`config.mk`:
```
export PLATFORM = sky130hd
export DESIGN_NAME = comparator_output_router
export DESIGN_NICKNAME = d
export VERILOG_FILES = /design/src/comparator_output_router_pkg.sv /design/src/comparator_output_router.sv
export SDC_FILE = /design/constraint.sdc
export NUM_CORES = 1
export LEC_CHECK = 0
export BUFFER_PORTS_ARGS = -buffer_cell sky130_fd_sc_hd__buf_2
export CAP_MARGIN = 10
export CORE_AREA = 2 2 54 56
export CTS_CLUSTER_SIZE = 30
export DETAILED_ROUTE_END_ITERATION = 10
export DIE_AREA = 0 0 56 58
export PLACE_DENSITY = 0.74
export SKIP_LAST_GASP = 1
export SYNTH_ARGS = -nofsm -noshare
export SYNTH_HDL_FRONTEND = slang
export SYNTH_SLANG_ARGS = --single-unit
```
`constraint.sdc`:
```
create_clock -name clk -period 1.3 [get_ports clk]
set_input_delay 0.13 -clock clk [delete_from_list [all_inputs] [get_ports clk]]
set_output_delay 0.13 -clock clk [all_outputs]
set_load 0.01 [all_outputs]
```
`src/comparator_output_router_pkg.sv`:
```
// Constants for the comparator control and pin output routing block
package comparator_output_router_pkg;

  // ****************************************
  // Register addresses in the SFR space
  // ****************************************
  localparam logic [15:0] PORT_INPUT_SELECT_CTRL_ADDR = 16'hfe5f;
  localparam logic [15:0] COMPARATOR_CTRL_ADDR = 16'hfecc;

  // ****************************************
  // Comparator control field positions
  // ****************************************
  localparam int MEAS_TRIG_SRC_SEL_BIT = 7;
  localparam int EXT_INT_SRC_SEL_BIT = 6;
  localparam int TEST_BIT_POS = 5;
  localparam int PIN_OUT_SEL_HI_BIT = 4;
  localparam int COMPARATOR_ENABLE_BIT = 3;
  localparam int COMPARATOR_RESULT_BIT = 2;
  localparam int PIN_OUT_SEL_LO_BIT = 1;
  localparam int COMPARATOR_INVERT_BIT = 0;

  // ****************************************
  // Input select control field positions
  // ****************************************
  localparam int PIN_OUT_INVERT_BIT = 3;
  // Bits 5 and 4 do not exist and read as one
  localparam logic [7:0] PISC_ABSENT_MASK = 8'h30;

  // ****************************************
  // Reset values
  // ****************************************
  localparam logic [7:0] COMPARATOR_CTRL_RESET = 8'h00;
  localparam logic [7:0] PORT_INPUT_SELECT_CTRL_RESET = 8'h00;
  localparam logic [7:0] UNMAPPED_READ_VALUE = 8'h00;

  // ****************************************
  // Pin output selector codes
  // ****************************************
  typedef enum logic [1:0] {
    PIN_SEL_OFF = 2'h0,
    PIN_SEL_COMPARATOR = 2'h1,
    PIN_SEL_FILTERED = 2'h2,
    PIN_SEL_MEAS_TRIG = 2'h3
  } pin_sel_e;

  localparam int SYNC_STAGES_DEFAULT = 2;

endpackage

```
`src/comparator_output_router.sv`:
```
// Control registers and signal routing around the analog comparator
//
// Notes on behaviour
// - The raw comparator input is high when the positive input exceeds the negative one.
// - The invert bit passes the comparator result when 0 and inverts it when 1.
// - The interrupt source bit routes the pin input when 0 and the comparator when 1.
// - Selector bits 4 and 1 pick off, comparator, filtered interrupt or trigger.
// - With selector code 00 the selector output is a constant low.
// - The pin invert bit passes the selector output when 0 and inverts it when 1.
// - The possibly inverted selector signal is ORed with the port latch bit for the pin.
// - The enable bit stops the comparator when 0 and runs it when 1.
// - An enabled comparator keeps running through halt and hold standby.
// - The result bit is read-only, reads the current comparator output, ignores writes.
// - The comparator output is offered as a trigger to counter two, chosen by bit 7.
// - Through the interrupt path the comparator gets the noise filter and hold release.
`timescale 1ns/100ps
module comparator_output_router
  import comparator_output_router_pkg::*;
#(
  parameter int SYNC_STAGES = comparator_output_router_pkg::SYNC_STAGES_DEFAULT
) (
  // Clock and reset
  input wire logic clk,
  input wire logic sys_rst,
  // SFR access
  input wire logic [15:0] sfrAddr,
  input wire logic sfrWrEn,
  input wire logic [7:0] sfrWrData,
  output logic [7:0] sfrRdData,
  // Analog comparator
  input wire logic comparatorRaw,
  output logic comparatorEnable,
  // Shared pin and port
  input wire logic pinIn,
  input wire logic port3Bit2Latch,
  output logic pinOut,
  // External interrupt circuit
  input wire logic extIntFiltered,
  output logic extIntSource,
  // Measurement counter two
  input wire logic measTrigger,
  output logic measTrigSrcSel,
  output logic measComparatorOut
);
  import comparator_output_router_pkg::*;

  // Fewer than two stages would pass a metastable level straight on
  if (SYNC_STAGES < 2) begin : gBadStages
    $error("SYNC_STAGES must be at least 2");
  end

  // ****************************************
  // Registers
  // ****************************************
  logic [7:0] compCtrl_q;
  logic [7:0] compCtrl_d;
  logic [7:0] portSel_q;
  logic [7:0] portSel_d;
  logic [SYNC_STAGES-1:0] sync_q;
  logic [7:0] rdData_q;
  logic [7:0] rdData_d;
  logic pinOut_q;
  logic extIntSource_q;
  logic measComparatorOut_q;

  wire compWrite = sfrWrEn && (sfrAddr == COMPARATOR_CTRL_ADDR);
  wire portWrite = sfrWrEn && (sfrAddr == PORT_INPUT_SELECT_CTRL_ADDR);

  // Result bit holds no storage; writes to it are dropped
  wire [7:0] resultMask = 8'h01 << COMPARATOR_RESULT_BIT;
  assign compCtrl_d = compWrite ? (sfrWrData & ~resultMask) : compCtrl_q;
  assign portSel_d = portWrite ? (sfrWrData & ~PISC_ABSENT_MASK) : portSel_q;

  always_ff @(posedge clk) begin
    if (sys_rst) begin
      compCtrl_q <= COMPARATOR_CTRL_RESET;
      portSel_q <= PORT_INPUT_SELECT_CTRL_RESET;
    end else begin
      compCtrl_q <= compCtrl_d;
      portSel_q <= portSel_d;
    end
  end

  // ****************************************
  // Comparator path
  // ****************************************
  wire enableBit = compCtrl_q[COMPARATOR_ENABLE_BIT];
  wire invertBit = compCtrl_q[COMPARATOR_INVERT_BIT];
  wire extSelBit = compCtrl_q[EXT_INT_SRC_SEL_BIT];
  wire pinInvBit = portSel_q[PIN_OUT_INVERT_BIT];
  wire [1:0] pinSel = {compCtrl_q[PIN_OUT_SEL_HI_BIT], compCtrl_q[PIN_OUT_SEL_LO_BIT]};

  // No standby input exists here, so halt or hold cannot stop it
  assign comparatorEnable = enableBit;

  // Stopped comparator reads as a low raw level
  wire rawGated = comparatorRaw && enableBit;

  always_ff @(posedge clk) begin
    if (sys_rst) begin
      sync_q <= '0;
    end else begin
      sync_q <= {sync_q[SYNC_STAGES-2:0], rawGated};
    end
  end

  wire compOut = sync_q[SYNC_STAGES-1] ^ invertBit;

  // ****************************************
  // Routing
  // ****************************************
  // The interrupt circuit applies its own filter and hold release to this
  wire extIntSrc_d = extSelBit ? compOut : pinIn;

  // Pin input as interrupt source with code 10 would loop the pin onto itself
  logic selOut;
  always_comb begin
    case (pin_sel_e'(pinSel))
      PIN_SEL_OFF: selOut = 1'b0;
      PIN_SEL_COMPARATOR: selOut = compOut;
      PIN_SEL_FILTERED: selOut = extIntFiltered;
      PIN_SEL_MEAS_TRIG: selOut = measTrigger;
      default: selOut = 1'b0;
    endcase
  end

  // Latch bit must be 0 for the routed signal to show; see the OR below
  wire pinOut_d = (selOut ^ pinInvBit) | port3Bit2Latch;

  always_ff @(posedge clk) begin
    if (sys_rst) begin
      pinOut_q <= 1'b0;
      extIntSource_q <= 1'b0;
      measComparatorOut_q <= 1'b0;
    end else begin
      pinOut_q <= pinOut_d;
      extIntSource_q <= extIntSrc_d;
      measComparatorOut_q <= compOut;
    end
  end

  assign pinOut = pinOut_q;
  assign extIntSource = extIntSource_q;
  assign measComparatorOut = measComparatorOut_q;
  assign measTrigSrcSel = compCtrl_q[MEAS_TRIG_SRC_SEL_BIT];

  // ****************************************
  // Read back
  // ****************************************
  // Result bit shows the live comparator output, used to tell edge direction
  wire [7:0] compRead = compCtrl_q | (compOut ? resultMask : 8'h00);
  wire [7:0] portRead = portSel_q | PISC_ABSENT_MASK;
  wire isComp = (sfrAddr == COMPARATOR_CTRL_ADDR);
  wire isPort = (sfrAddr == PORT_INPUT_SELECT_CTRL_ADDR);
  assign rdData_d = isComp ? compRead : (isPort ? portRead : UNMAPPED_READ_VALUE);

  always_ff @(posedge clk) begin
    if (sys_rst) begin
      rdData_q <= UNMAPPED_READ_VALUE;
    end else begin
      rdData_q <= rdData_d;
    end
  end

  assign sfrRdData = rdData_q;

  // ****************************************
  // Assertions
  // ****************************************
  AST_RAW_HIGH: assert property (@(posedge clk) disable iff (sys_rst)
    (comparatorRaw && enableBit && !invertBit && !compWrite)[*3] |-> compOut)
    else $error("comparator output not high after raw high");

  AST_INVERT: assert property (@(posedge clk) disable iff (sys_rst)
    (comparatorRaw && enableBit && invertBit && !compWrite)[*3] |-> !compOut)
    else $error("inverted comparator output not low");

  AST_STOPPED: assert property (@(posedge clk) disable iff (sys_rst)
    (!enableBit && !compWrite)[*3] |-> (compOut == invertBit))
    else $error("stopped comparator still shows a result");

  AST_SYNC_DELAY: assert property (@(posedge clk) disable iff (sys_rst)
    (enableBit && !compWrite)[*3] |-> (sync_q[SYNC_STAGES-1] == $past(comparatorRaw, 2)))
    else $error("synchroniser delay wrong");

  AST_EXT_SOURCE: assert property (@(posedge clk) disable iff (sys_rst)
    1'b1 |=> (extIntSource == ($past(extSelBit) ? $past(compOut) : $past(pinIn))))
    else $error("interrupt source routed wrong");

  AST_PIN_OFF: assert property (@(posedge clk) disable iff (sys_rst)
    (pinSel == 2'h0 && !pinInvBit && !port3Bit2Latch) |=> !pinOut)
    else $error("pin not low with selector off");

  AST_PIN_ROUTE: assert property (@(posedge clk) disable iff (sys_rst)
    (pinSel == 2'h2) |=> (pinOut == (($past(extIntFiltered) ^ $past(pinInvBit))
      | $past(port3Bit2Latch))))
    else $error("filtered signal not on pin");

  AST_PIN_TRIG: assert property (@(posedge clk) disable iff (sys_rst)
    (pinSel == 2'h3 && pinInvBit && !port3Bit2Latch) |=> (pinOut == !$past(measTrigger)))
    else $error("trigger not inverted onto pin");

  AST_PIN_OR: assert property (@(posedge clk) disable iff (sys_rst)
    port3Bit2Latch |=> pinOut)
    else $error("latch bit not ORed onto pin");

  AST_RESULT_READ: assert property (@(posedge clk) disable iff (sys_rst)
    (isComp && !compWrite) |=> (sfrRdData[COMPARATOR_RESULT_BIT] == $past(compOut)))
    else $error("result bit read wrong");

  AST_MEAS_OUT: assert property (@(posedge clk) disable iff (sys_rst)
    1'b1 |=> (measComparatorOut == $past(compOut)))
    else $error("counter trigger copy wrong");

  // ****************************************
  // Assertions: comparator levels and timing
  // ****************************************
  AST_RAW_LOW: assert property (@(posedge clk) disable iff (sys_rst)
    (!comparatorRaw && enableBit && !invertBit && !compWrite)[*3] |-> !compOut)
    else $error("comparator output not low after raw low");

  AST_INVERT_LOW_RAW: assert property (@(posedge clk) disable iff (sys_rst)
    (!comparatorRaw && enableBit && invertBit && !compWrite)[*3] |-> compOut)
    else $error("inverted comparator output not high");

  AST_MEAS_FOLLOW: assert property (@(posedge clk) disable iff (sys_rst)
    (comparatorRaw && enableBit && !invertBit && !compWrite)[*4] |-> measComparatorOut)
    else $error("counter trigger not high after raw high");

  AST_MEAS_LOW: assert property (@(posedge clk) disable iff (sys_rst)
    (!comparatorRaw && enableBit && !invertBit && !compWrite)[*4] |-> !measComparatorOut)
    else $error("counter trigger not low after raw low");

  // A raw edge must not reach the output before both stages have seen it
  AST_SYNC_NO_SHORTCUT: assert property (@(posedge clk) disable iff (sys_rst)
    (enableBit && !invertBit && !compWrite)[*2] ##0 $rose(comparatorRaw) |=> !compOut)
    else $error("raw edge reached the output too early");

  // ****************************************
  // Assertions: routing and register access
  // ****************************************
  AST_EXT_PIN: assert property (@(posedge clk) disable iff (sys_rst)
    !extSelBit |=> (extIntSource == $past(pinIn)))
    else $error("pin input not routed to interrupt");

  AST_EXT_COMP: assert property (@(posedge clk) disable iff (sys_rst)
    extSelBit |=> (extIntSource == $past(compOut)))
    else $error("comparator not routed to interrupt");

  AST_PIN_COMP: assert property (@(posedge clk) disable iff (sys_rst)
    (pinSel == 2'h1 && !pinInvBit && !port3Bit2Latch) |=> (pinOut == $past(compOut)))
    else $error("comparator not on pin");

  AST_PIN_TRIG_PLAIN: assert property (@(posedge clk) disable iff (sys_rst)
    (pinSel == 2'h3 && !pinInvBit && !port3Bit2Latch) |=> (pinOut == $past(measTrigger)))
    else $error("trigger not on pin");

  AST_PIN_COMP_INV: assert property (@(posedge clk) disable iff (sys_rst)
    (pinSel == 2'h1 && pinInvBit && !port3Bit2Latch) |=> (pinOut == !$past(compOut)))
    else $error("comparator not inverted onto pin");

  AST_PIN_OFF_INV: assert property (@(posedge clk) disable iff (sys_rst)
    (pinSel == 2'h0 && pinInvBit) |=> pinOut)
    else $error("inverted idle selector not high on pin");

  AST_PIN_NO_LATCH: assert property (@(posedge clk) disable iff (sys_rst)
    (pinSel == 2'h2 && !pinInvBit && !port3Bit2Latch) |=> (pinOut == $past(extIntFiltered)))
    else $error("pin not following selector with latch low");

  AST_PORT_WRITE: assert property (@(posedge clk) disable iff (sys_rst)
    portWrite |=> (pinInvBit == $past(sfrWrData[PIN_OUT_INVERT_BIT])))
    else $error("pin invert bit write not applied");

  AST_ENABLE_WRITE: assert property (@(posedge clk) disable iff (sys_rst)
    compWrite |=> (comparatorEnable == $past(sfrWrData[COMPARATOR_ENABLE_BIT])))
    else $error("enable bit write not applied");

  // Reset must leave the comparator stopped and every routed output low
  AST_RESET_STOP: assert property (@(posedge clk)
    sys_rst |=> (!comparatorEnable && !pinOut && !extIntSource && !measComparatorOut))
    else $error("reset did not stop the comparator");

  AST_COMP_WRITE_LAND: assert property (@(posedge clk) disable iff (sys_rst)
    compWrite |=> (compCtrl_q == ($past(sfrWrData) & ~resultMask)))
    else $error("control write stored wrong");

  AST_RESULT_NO_STORE: assert property (@(posedge clk) disable iff (sys_rst)
    (isComp && compWrite) |=> (sfrRdData[COMPARATOR_RESULT_BIT] == $past(compOut)))
    else $error("result bit took a written value");

  AST_TRIG_SEL_WRITE: assert property (@(posedge clk) disable iff (sys_rst)
    compWrite |=> (measTrigSrcSel == $past(sfrWrData[MEAS_TRIG_SRC_SEL_BIT])))
    else $error("trigger source bit write not applied");

  COV_COMP_ON_PIN: cover property (@(posedge clk) disable iff (sys_rst)
    (pinSel == 2'h1) && compOut ##1 pinOut);
  COV_COMP_INT: cover property (@(posedge clk) disable iff (sys_rst)
    extSelBit && $rose(compOut));
  COV_READ_RESULT: cover property (@(posedge clk) disable iff (sys_rst)
    isComp ##1 sfrRdData[COMPARATOR_RESULT_BIT]);
  COV_INVERTED: cover property (@(posedge clk) disable iff (sys_rst)
    enableBit && invertBit && comparatorRaw ##3 !compOut);
  COV_WRITE_READ: cover property (@(posedge clk) disable iff (sys_rst)
    compWrite ##1 isComp);

endmodule

```
==> results.md, run 1 <==
* Status: completed
* Max VDD drop at 0.640 mV
* Placed insts at 187
* Post-Synthesis Cell Area at 1070 um2
* CP max FO at 2
* Pwr Density at 1050 nW/um2
* DRC Markers at 0
* Clock sinks at 26
* Layout Nets at 194
* Register area share after synthesis at 48.8%
* RSZ-0062 raised after global routing: no
* Die Ht at 58 um
* WS Path Type: flop to flop
* Comb power frac at 6.8%
* Skew-Pair Late Insertion Delay at 0.33 ns
* Final period util at 96.2%
* Worst Max-Slew Pin Slew at 0.350 ns
* Most Used Layer, Global Route: met2
* CP startpoint kind: flop
* Slew HR at 76.6%
* Hold WC Path Type: input pin to flop
* Crit. Startpoint: compCtrl_q[0]
* Max clock buf depth at 2
* Port Buffers at 44
* WHS Path Cells at 3
* Req. time, crit path at 1.52 ns
* Layout cells sized above 1 at 38.5%
* Final setup vio count at 0
* DRT antenna net count at 0
* Sequential group share of total power at 55.0%
* Initial antenna violation count at 0
* GR Util All Layers at 16.8%
* Core Area at 2660 um2
* Vias in the first global route at 968
* Worst R2R Path Depth at 4
* Clk slew on worst S/H paths at 0.14 ns
* Delay of the slowest critical-path stage at 0.36 ns
* Total congestion overflow at 0
* Setup slack, reg-to-reg at 0.05 ns
* Diode count at 0
* Hold Vio Cnt, Final at 0
* Total Wirelength at 2.68 mm
* Reg2reg start: compCtrl_q[0]
* CTS Root Cell: clkbuf_4
* CTS Buf Count at 3
* Synth cell types at 27
* Max Freq at 800 MHz
* Number of detailed-route iterations in the first pass at 4
* Routed length per instance at 14.0 um
* Most common cell after layout, fill and taps aside: buf_2
* Yosys warnings at 0
* Synth Net Count at 146
* Pin count of the biggest net entering global routing at 19
* Detailed-route via count at 1,082
* Area share of the largest cell type after synthesis at 48.8%
* Switching Fraction at 20.1%
* Worst Path Arrival at 1.47 ns
* R2r endpoint: pinOut
* Crit. End Element: flop
* Switching power at 0.293 mW
* Power Internal at 1.16 mW
* DPL Wire Length at 1.93 mm
* Via density at 5.64
* TritonCTS clock tree: yes
* Most frequent cells in the layout: 44 x buf_2, 24 x dfxtp_1, 16 x a21oi_1
* Initial DRC count at 12
* Met3 usage at 3.13%
* Slowest CP cell: dfxtp_2
* Largest cells by area after synthesis: dfxtp_1 49%, a21oi_1 7.5%, nand3_1 6.1%, o21ai_0 6.1%, a22oi_1 4.2%
* Row Count at 19
* Leakage at 0.562 nW
* Total Power at 1.46 mW
* Area growth from synthesis to layout at 30.2%
* H-tree depth at 1
* Die W at 56 um
* Non-filler cells in the finished layout at 192
* Die area at 3250 um2
* Starting Density at 40.0%
* First-pass GRT wire length at 4.27 mm
* Met2 Use GR at 30.8%
* Post-CTS Hold Buffers at 0
* Post-layout min period at 1.25 ns
* Clock network fraction of design power at 38.2%
* Met1 usage at 18.5%
* Critical Path, Cell by Cell: xor2_2 > mux2i_1 > a2111oi_2 > a211oi_1
* Cells after Synth at 114
* Max Cap Violations at 0
* Number of fill cells in the layout at 267
* Avg Cell Area, Syn at 9.35 um2
* Clock Skews at 0.00808 ns
* I/O pin count at 45
* Area leader, netlist: dfxtp_1
* Critical Path End: pinOut
* Fin. max-slew vios at 0
* Gpl congestion at 0.822
* Synthesized flop and latch total at 26
worst min path at each step:
stage / start / to / slack [ns]
floorplan: comparatorRaw / sync_q[0] / 0.25
global placement: comparatorRaw / sync_q[0] / 0.35
detailed placement: comparatorRaw / sync_q[0] / 0.37
CTS: comparatorRaw / sync_q[0] / 0.02
global route: comparatorRaw / sync_q[0] / 0.01
finish: comparatorRaw / sync_q[0] / 0.01
layer usage:
layer  vias up  part of all wire, %  wire (um)
met5         -                    0          0
met4         0                  2.7         73
met3         7                  5.8        156
met2        41                   54       1440
met1       517                   38       1010
li1        517                    -          -
through the flow:
| step | hold slack [ns] | utilization (%) | instance area, um2 | TNS (ns) | setup slack [ns] |
|---|---|---|---|---|---|
| 2_1_floorplan | 0.253 | - | 1070 | 0 | 0.102 |
| 3_3_place_gp | 0.346 | 49.5 | 1320 | 0 | 0.0103 |
| 3_5_place_dp | 0.369 | 49.5 | 1320 | -0.0597 | -0.0597 |
| 4_1_cts | 0.0181 | 51.8 | 1380 | 0 | 0.0271 |
| 5_1_grt | 0.0101 | 52.1 | 1390 | 0 | 0.00190 |
| 6_report | 0.0144 | 52.1 | 1390 | 0 | 0.0495 |
cell families (layout without fill, tap and decap cells):
logic type,Yosys count,after routing,synth area share [%]
AOI/OAI and AO/OA,39,39,21.5
and+or+nand+nor,38,38,22.5
DFF,26,26,48.8
buffers and inverters,8,55,4.58
xor gates and xnor gates,2,2,1.64
muxes,1,1,0.939
power by group through the flow:
stage,clock network [mW],registers [mW],logic (mW)
finish,0.556,0.801,0.0993
global route,0.592,0.801,0.108
CTS,0.561,0.801,0.0992
detailed placement,0,0.818,0.0986
global placement,0,0.818,0.0950
floorplan,0,0.820,0.0314
registers in the layout, indices dropped and copies added (netlist names):
name,flops
portSel_q,6
measComparatorOut,1
extIntSource,1
pinOut,1
sync_q,2
compCtrl_q,7
sfrRdData,8
cells in the mapped netlist:
| master | instances |
|---|---|
| nand2_1 | 1 |
| buf_2 | 3 |
| nand4_1 | 2 |
| xnor2_1 | 1 |
| and4_4 | 1 |
| a21o_2 | 1 |
| or4b_4 | 1 |
| a211oi_1 | 2 |
| nor4b_4 | 1 |
| inv_1 | 1 |
| clkbuf_1 | 1 |
| mux2i_1 | 1 |
| and4b_1 | 2 |
| a2111oi_2 | 1 |
| dfxtp_1 | 26 |
| buf_1 | 1 |
| o21ai_0 | 13 |
| a21oi_1 | 16 |
| xor2_1 | 1 |
| buf_6 | 2 |
| nor2_1 | 12 |
| and4_1 | 2 |
| and4bb_1 | 1 |
| nand3_1 | 13 |
| nand4b_1 | 1 |
| nor2b_1 | 1 |
| a22oi_1 | 6 |
repair_timing:
action / in CTS / in global routing
endpoints found under the hold margin: 0 / 0
endpoints found under the setup margin: 1 / 1
resized for setup: 3 / 0
buffers inserted: 0 / 1
worst max-delay path: cells and delay by family, from the launching register on:
kind           cells  cell delay [ns]
AO/OA/AOI/OAI      2             0.45
XOR/XNOR           1             0.19
flip-flops         1             0.36
multiplexers       1             0.13
cell type report:
| type | count | area [um2] | area share, % |
|---|---|---|---|
| flip-flops and latches | 26 | 523 | 37.7 |
| clock buffers | 3 | 22.5 | 1.62 |
| well taps | 31 | 38.8 | 2.80 |
| clock inverters | 1 | 30.0 | 2.16 |
| inverters | 1 | 3.75 | 0.271 |
| multi-input cells | 80 | 504 | 36.3 |
| repair buffers | 50 | 265 | 19.1 |
Power figures use the tool's default switching activity.
==> inputs of run 2 (changes only) <==
--- a/config.mk
+++ b/config.mk
@@ -5,12 +5,14 @@
 export SDC_FILE = /design/constraint.sdc
 export NUM_CORES = 1
 export LEC_CHECK = 0
+export ABC_AREA = 1
 export BUFFER_PORTS_ARGS = -buffer_cell sky130_fd_sc_hd__buf_2
 export CAP_MARGIN = 10
-export CORE_AREA = 2 2 54 56
+export CORE_AREA = 2 2 58 60
+export CTS_CLUSTER_DIAMETER = 100
 export CTS_CLUSTER_SIZE = 30
 export DETAILED_ROUTE_END_ITERATION = 10
-export DIE_AREA = 0 0 56 58
+export DIE_AREA = 0 0 60 62
 export PLACE_DENSITY = 0.74
 export SKIP_LAST_GASP = 1
 export SYNTH_ARGS = -nofsm -noshare
==> results.md, run 2 <==
* Synth Flop Type: dfxtp_1
* Slew HR at 77.6% (+1.0 points)
* CP startpoint kind: flop
* Layout cells sized above 1 at 27.8% (-11 points)
* Detailed-route via count at 1,260 (+16%)
* DPL Wire Length at 1.93 mm (-0.18%)
* I/O pin count at 45 (unchanged)
* Initial DRC count at 22 (+10)
* Gpl congestion at 0.769 (-6.4%)
* Synth cell types at 17 (-37%)
* Total Wirelength at 2.51 mm (-6.3%)
* Status: completed
* Hold Vio Cnt, Final at 0 (unchanged)
* Area share of the largest cell type after synthesis at 39.9% (-8.9 points)
* CP Buf/Inv Count at 1 (+1)
* Yosys warnings at 0 (unchanged)
* Worst setup margin at 0.322 ns (+0.272 ns)
* RSZ-0062 raised after global routing: no
* TritonCTS clock tree: yes
* Worst Max-Slew Pin Slew at 0.335 ns (-0.0148 ns)
* Cells after Synth at 200 (+75%)
* Max Cap Violations at 0 (unchanged)
* Row Count at 21 (+2)
* Post-layout min period at 0.978 ns (-0.272 ns)
* Clock Skews at 0.00345 ns (-0.00462 ns)
* Slowest CP cell: dfxtp_1
* H-tree depth at 1 (unchanged)
* CP max FO at 4 (+2)
* Post-CTS Hold Buffers at 0 (unchanged)
* Share of flip-flops with an asynchronous set or reset at 0% (unchanged)
* CTS Buf Count at 3 (unchanged)
* Diode count at 0 (unchanged)
* Area leader, netlist: dfxtp_1
* GR Util All Layers at 14.5% (-2.3 points)
* Hold WC Path Type: input pin to flop
* Delay-heaviest family, CP: flip-flops
* CTS Root Cell: clkbuf_4
* Setup TNS at 0 ns (unchanged)
* Non-filler cells in the finished layout at 291 (+52%)
* Area growth from synthesis to layout at 22.1%
* Delay of the slowest critical-path stage at 0.39 ns (+0.03 ns)
* First-pass GRT wire length at 4.08 mm (-4.4%)
* Largest cells by area after synthesis: dfxtp_1 40%, nand2_1 17%, inv_1 11%, nand3_1 7.3%, nor2_1 6.9%
* Starting Density at 41.0% (+1.0 points)
* Final core utilization at 50.1% (-2.0 points)
* Worst R2R Path Depth at 7 (+3)
* Req. time, crit path at 1.17 ns (-0.35 ns)
* Routed length per instance at 8.63 um (-38%)
* Port Buffers at 44 (unchanged)
* DRC Markers at 0 (unchanged)
* Placed insts at 287 (+53%)
* Pwr Density at 833 nW/um2 (-21%)
* Worst Path Arrival at 0.85 ns (-0.62 ns)
* Stages on the worst setup path at 1 (-3)
* WS Path Type: flop to output pin
* Avg Cell Area, Syn at 6.53 um2 (-30%)
* Clock sinks at 26 (unchanged)
* Final setup vio count at 0 (unchanged)
* WHS Path Cells at 3 (unchanged)
* Post-synth EDFFs at 0 (unchanged)
* Register area at 520 um2 (-0.48%)
* DRT antenna net count at 0 (unchanged)
* Die Ht at 62 um (+6.9%)
* Most common cell after layout, fill and taps aside: nand2_1
* Initial antenna violation count at 0 (unchanged)
* Critical Path, Cell by Cell: buf_2
* Synthesized flop and latch total at 26 (unchanged)
* Core Area at 3180 um2 (+19%)
* Post-Synthesis Cell Area at 1310 um2 (+22%)
* Fin. max-slew vios at 0 (unchanged)
* Number of fill cells in the layout at 337 (+26%)
* Most frequent cells in the layout: 58 x nand2_1, 44 x buf_2, 39 x inv_1
* Max clock buf depth at 2 (unchanged)
* Most instantiated library cell after synthesis: nand2_1
* Die area at 3720 um2 (+15%)
* Max Freq at 1020 MHz (+28%)
* Max VDD drop at 0.236 mV (-63%)
* Max reg flops at 8 (unchanged)
* Via density at 4.33 (-23%)
* Total congestion overflow at 0 (unchanged)
* Multi-input logic area at 594 um2 (+18%)
* Die W at 60 um (+7.1%)
* Pin count of the biggest net entering global routing at 20 (+1)
* Skew-Pair Late Insertion Delay at 0.31 ns (-0.02 ns)
* Leakage at 0.819 nW (+46%)
* Vias in the first global route at 1,016 (+5.0%)
* Number of detailed-route iterations in the first pass at 4 (unchanged)
* Layout Nets at 278 (+43%)
* Final period util at 75.2% (-21 points)
* Register area share after synthesis at 39.9% (-8.9 points)
* Post-CTS setup buffers at 0 (unchanged)
* Commonest cells in the netlist: 58 x nand2_1, 39 x inv_1, 26 x dfxtp_1, 24 x nor2_1, 19 x nand3_1
* Post_cts resized at 0 (-3)
* Synth Net Count at 232 (+59%)
* Clk slew on worst S/H paths at 0.13 ns (about the same)
* DP Worst Slack at 0.110 ns (+0.169 ns)
* Hold Slack at 0.0194 ns (+0.00497 ns)
* Crit. End Element: output pin
run 2: cell count changes in the layout (fill, tap and decap cells not counted), sizes merged, moves of 3 or more:
| cell | previous run | this run |
|---|---|---|
| and4 | 3 | 0 |
| nand2 | 1 | 64 |
| inv | 1 | 39 |
| nor2 | 12 | 31 |
| buf | 50 | 46 |
| o21ai | 13 | 0 |
| nand3 | 13 | 20 |
| a22oi | 6 | 0 |
| a21oi | 16 | 12 |
run 2: where the power goes:
group | internal (mW) | switching [mW] | leakage (nW)
sequential | 0.800 | 0.000622 | 0.210
clock | 0.171 | 0.226 | 0.0210
combinational | 0.0587 | 0.0716 | 0.588
run 2: metal layers:
layer  vias to the layer above  wire length, um  track usage [%]
met4                         0               21             5.71
met1                       534             1160             18.1
met5                         -                0                0
met2                        37             1190             25.2
li1                        686                -                -
met3                         3              135             2.48
run 2: cell type report:
type	count	area share (%)
sequential	26	32.7
tap	46	3.61
multi-input combinational	129	37.3
inverter	40	9.42
clock buffer	4	2.28
timing repair buffer	46	14.8
run 2: cells by family (layout without fill, tap and decap cells):
| family | Yosys count | after routing | synth area share (%) |
|---|---|---|---|
| compound gates | 13 | 13 | 6.33 |
| buf+inv | 45 | 90 | 14.6 |
| flops | 26 | 26 | 39.9 |
| simple gates | 116 | 116 | 39.2 |
run 2: final timing paths:
kind,startpoint,to,slack (ns)
hold reg to reg,sync_q[0],sync_q[1],0.42
hold / removal,comparatorRaw,sync_q[0],0.02
setup / recovery,compCtrl_q[3],comparatorEnable,0.32
setup reg to reg,compCtrl_q[1],pinOut,0.36
run 2: through the flow:
step                cell area, um2  power, mW
floorplan                     1310      0.886
finish                        1590       1.33
detailed placement            1560      0.949
global route                  1590       1.40
global placement              1560      0.949
CTS                           1590       1.34
==> inputs of run 3 (changes only) <==
--- a/config.mk
+++ b/config.mk
@@ -5,15 +5,15 @@
 export SDC_FILE = /design/constraint.sdc
 export NUM_CORES = 1
 export LEC_CHECK = 0
-export ABC_AREA = 1
+export ABC_AREA = 0
 export BUFFER_PORTS_ARGS = -buffer_cell sky130_fd_sc_hd__buf_2
 export CAP_MARGIN = 10
-export CORE_AREA = 2 2 58 60
+export CORE_AREA = 2 2 52 54
 export CTS_CLUSTER_DIAMETER = 100
 export CTS_CLUSTER_SIZE = 30
 export DETAILED_ROUTE_END_ITERATION = 10
-export DIE_AREA = 0 0 60 62
-export PLACE_DENSITY = 0.74
+export DIE_AREA = 0 0 54 56
+export PLACE_DENSITY = 0.76
 export SKIP_LAST_GASP = 1
 export SYNTH_ARGS = -nofsm -noshare
 export SYNTH_HDL_FRONTEND = slang
==> constraint.sdc (replaced) <==
create_clock -name clk -period 0.95 [get_ports clk]
set_input_delay 0.095 -clock clk [delete_from_list [all_inputs] [get_ports clk]]
set_output_delay 0.095 -clock clk [all_outputs]
set_load 0.01 [all_outputs]
==> results.md, run 3 (synthesis results as in run 1) <==
* Status: finished, violations left
* Violated checks: setup timing
* Initial antenna violation count at 0 (unchanged)
* Final core utilization at 60.7% (+11 points)
* Hold Vio Cnt, Final at 0 (unchanged)
* Worst setup margin at -0.172 ns (-0.493 ns)
* Row Count at 18 (-14%)
* Final period util at 118%
* Placed insts at 194 (-32%)
* Placed cell areas at 1410 um2 (-9.8%)
* Fin. max-slew vios at 0 (unchanged)
* First-pass GRT wire length at 4.35 mm (+6.6%)
* Switching Fraction at 21.6% (-0.86 points)
* Core Area at 2430 um2 (-23%)
* CTS Buf Count at 3 (unchanged)
* Critical Path End: pinOut
* Hold WC Path Type: input pin to flop
* Max VDD drop at 0.654 mV (+180%)
* Port Buffers at 44 (unchanged)
* Cell area after layout at 1480 um2 (-7.4%)
* GR Util All Layers at 19.2% (+4.6 points)
* Multi-input logic area at 532 um2 (-11%)
* Hold Slack at 0.0297 ns (+0.0104 ns)
* Worst Path Arrival at 1.32 ns (+0.47 ns)
* Crit. End Element: flop
* RSZ-0062 raised after global routing: yes
* Most frequent cells in the layout: 44 x buf_2, 22 x dfxtp_1, 16 x a21oi_1
* Critical Path, Cell by Cell: xor2_2 > mux2i_1 > a2111oi_2 > a211oi_1
* Post-layout min period at 1.12 ns
* Number of detailed-route iterations in the first pass at 4 (unchanged)
* Reg2reg start: compCtrl_q[0]
* Detailed-route via count at 1,094 (-13%)
* Routed length per instance at 13.5 um (+57%)
* Max Cap Violations at 0 (unchanged)
* DRT antenna net count at 0 (unchanged)
* Setup TNS at -0.172 ns (-0.172 ns)
* Layout Nets at 204 (-27%)
* Switching power at 0.365 mW (+22%)
* Slowest CP cell: dfxtp_2
* Leakage at 0.602 nW (-26%)
* Number of fill cells in the layout at 217 (-36%)
* DRC Markers at 0 (unchanged)
* Max clock buf depth at 2 (unchanged)
* Skew-Pair Late Insertion Delay at 0.31 ns (about the same)
* CP max FO at 2 (-2)
* Die area at 3020 um2 (-19%)
* WS Path Type: flop to flop
* I/O pin count at 45 (unchanged)
* Clk slew on worst S/H paths at 0.13 ns (about the same)
* Final setup vio count at 1 (+1)
* DPL Wire Length at 2.01 mm (+4.1%)
* Total Wirelength at 2.70 mm (+7.6%)
* Vias in the first global route at 992 (-2.4%)
* Total congestion overflow at 0 (unchanged)
* Setup slack, reg-to-reg at -0.17 ns (-0.53 ns)
* Worst R2R Path Depth at 4 (-3)
* Worst Max-Slew Pin Slew at 0.274 ns (-0.0606 ns)
* Crit. Startpoint: compCtrl_q[0]
* Layout cells sized above 1 at 45.3% (+18 points)
* Comb power frac at 9.4% (-0.4 points)
* Initial DRC count at 19 (-14%)
* Delay of the slowest critical-path stage at 0.38 ns (about the same)
* Clock sinks at 26 (unchanged)
* Pin count of the biggest net entering global routing at 19 (-5.0%)
* Pwr Density at 1150 nW/um2 (+37%)
* R2r endpoint: pinOut
* Area growth from synthesis to layout at 38.5%
* Clock Skews at 0.00266 ns (-0.000792 ns)
* Clock network fraction of design power at 25.9% (-4.0 points)
* Slew HR at 81.6% (+4.0 points)
* Die W at 54 um (-10%)
* Sequential group share of total power at 64.8% (+4.5 points)
* Most common cell after layout, fill and taps aside: buf_2
* Via density at 5.47 (+26%)
* TritonCTS clock tree: yes
* Register area at 526 um2 (+0.96%)
* Max Freq at 892 MHz
* H-tree depth at 1 (unchanged)
* Power Internal at 1.33 mW (+29%)
* Diode count at 0 (unchanged)
* Die Ht at 56 um (-9.7%)
* Starting Density at 43.8% (+2.8 points)
* Non-filler cells in the finished layout at 200 (-31%)
* CP startpoint kind: flop
* WHS Path Cells at 3 (unchanged)
* Req. time, crit path at 1.15 ns (-0.02 ns)
* CTS Root Cell: clkbuf_4
* Max reg flops at 8 (unchanged)
* Gpl congestion at 0.785 (+2.0%)
run 3: worst min path at each step:
stage                        from       endpoint
floorplan           comparatorRaw      sync_q[0]
global placement    comparatorRaw      sync_q[0]
detailed placement  comparatorRaw      sync_q[0]
CTS                  sfrWrData[5]  compCtrl_q[5]
global route         sfrWrData[3]  compCtrl_q[3]
finish               sfrWrData[5]  compCtrl_q[5]
run 3: final cells by class:
type,instances,share of cell area [%]
well taps,30,2.54
repair buffers,60,24.1
clock buffers,3,1.53
flip-flops and latches,26,35.6
inverters,1,0.254
multi-input cells,80,36.0
run 3: per-layer routing:
| layer | wire length, um | vias up | global-route usage [%] | share of wire (%) |
|---|---|---|---|---|
| li1 | - | 533 | - | - |
| met1 | 1130 | 534 | 22.1 | 42 |
| met2 | 1460 | 25 | 34.1 | 54 |
| met3 | 95 | 2 | 2.42 | 3.5 |
| met4 | 21 | 0 | 7.50 | 0.78 |
| met5 | 0 | - | 0 | 0 |
run 3: worst max-delay path: cells and delay by family (launching register included):
| kind | cells | cell delay (ns) |
|---|---|---|
| compound gates | 2 | 0.37 |
| flops | 1 | 0.38 |
| xor+xnor | 1 | 0.14 |
| mux | 1 | 0.12 |
run 3: power by group through the flow:
stage | Combinational, mW | Clock (mW) | Sequential [mW]
2_1_floorplan | 0.0440 | 0 | 1.12
3_3_place_gp | 0.146 | 0 | 1.12
3_5_place_dp | 0.153 | 0 | 1.12
4_1_cts | 0.156 | 0.448 | 1.10
5_1_grt | 0.173 | 0.498 | 1.10
6_report | 0.158 | 0.438 | 1.10
run 3: timing repair:
action	in CTS	in global routing
hold buffers	1	0
cloned	0	0
buffers inserted	2	1
pin swaps	1	3
endpoints found under the hold margin	1	0
resized for setup	2	4
endpoints found under the setup margin	2	5
run 3: stage by stage:
| stage | setup WS, ns | power, mW |
|---|---|---|
| finish | -0.172 | 1.69 |
| CTS | -0.206 | 1.70 |
| floorplan | -0.150 | 1.17 |
| detailed placement | -0.274 | 1.27 |
| global route | -0.256 | 1.77 |
| global placement | -0.230 | 1.27 |
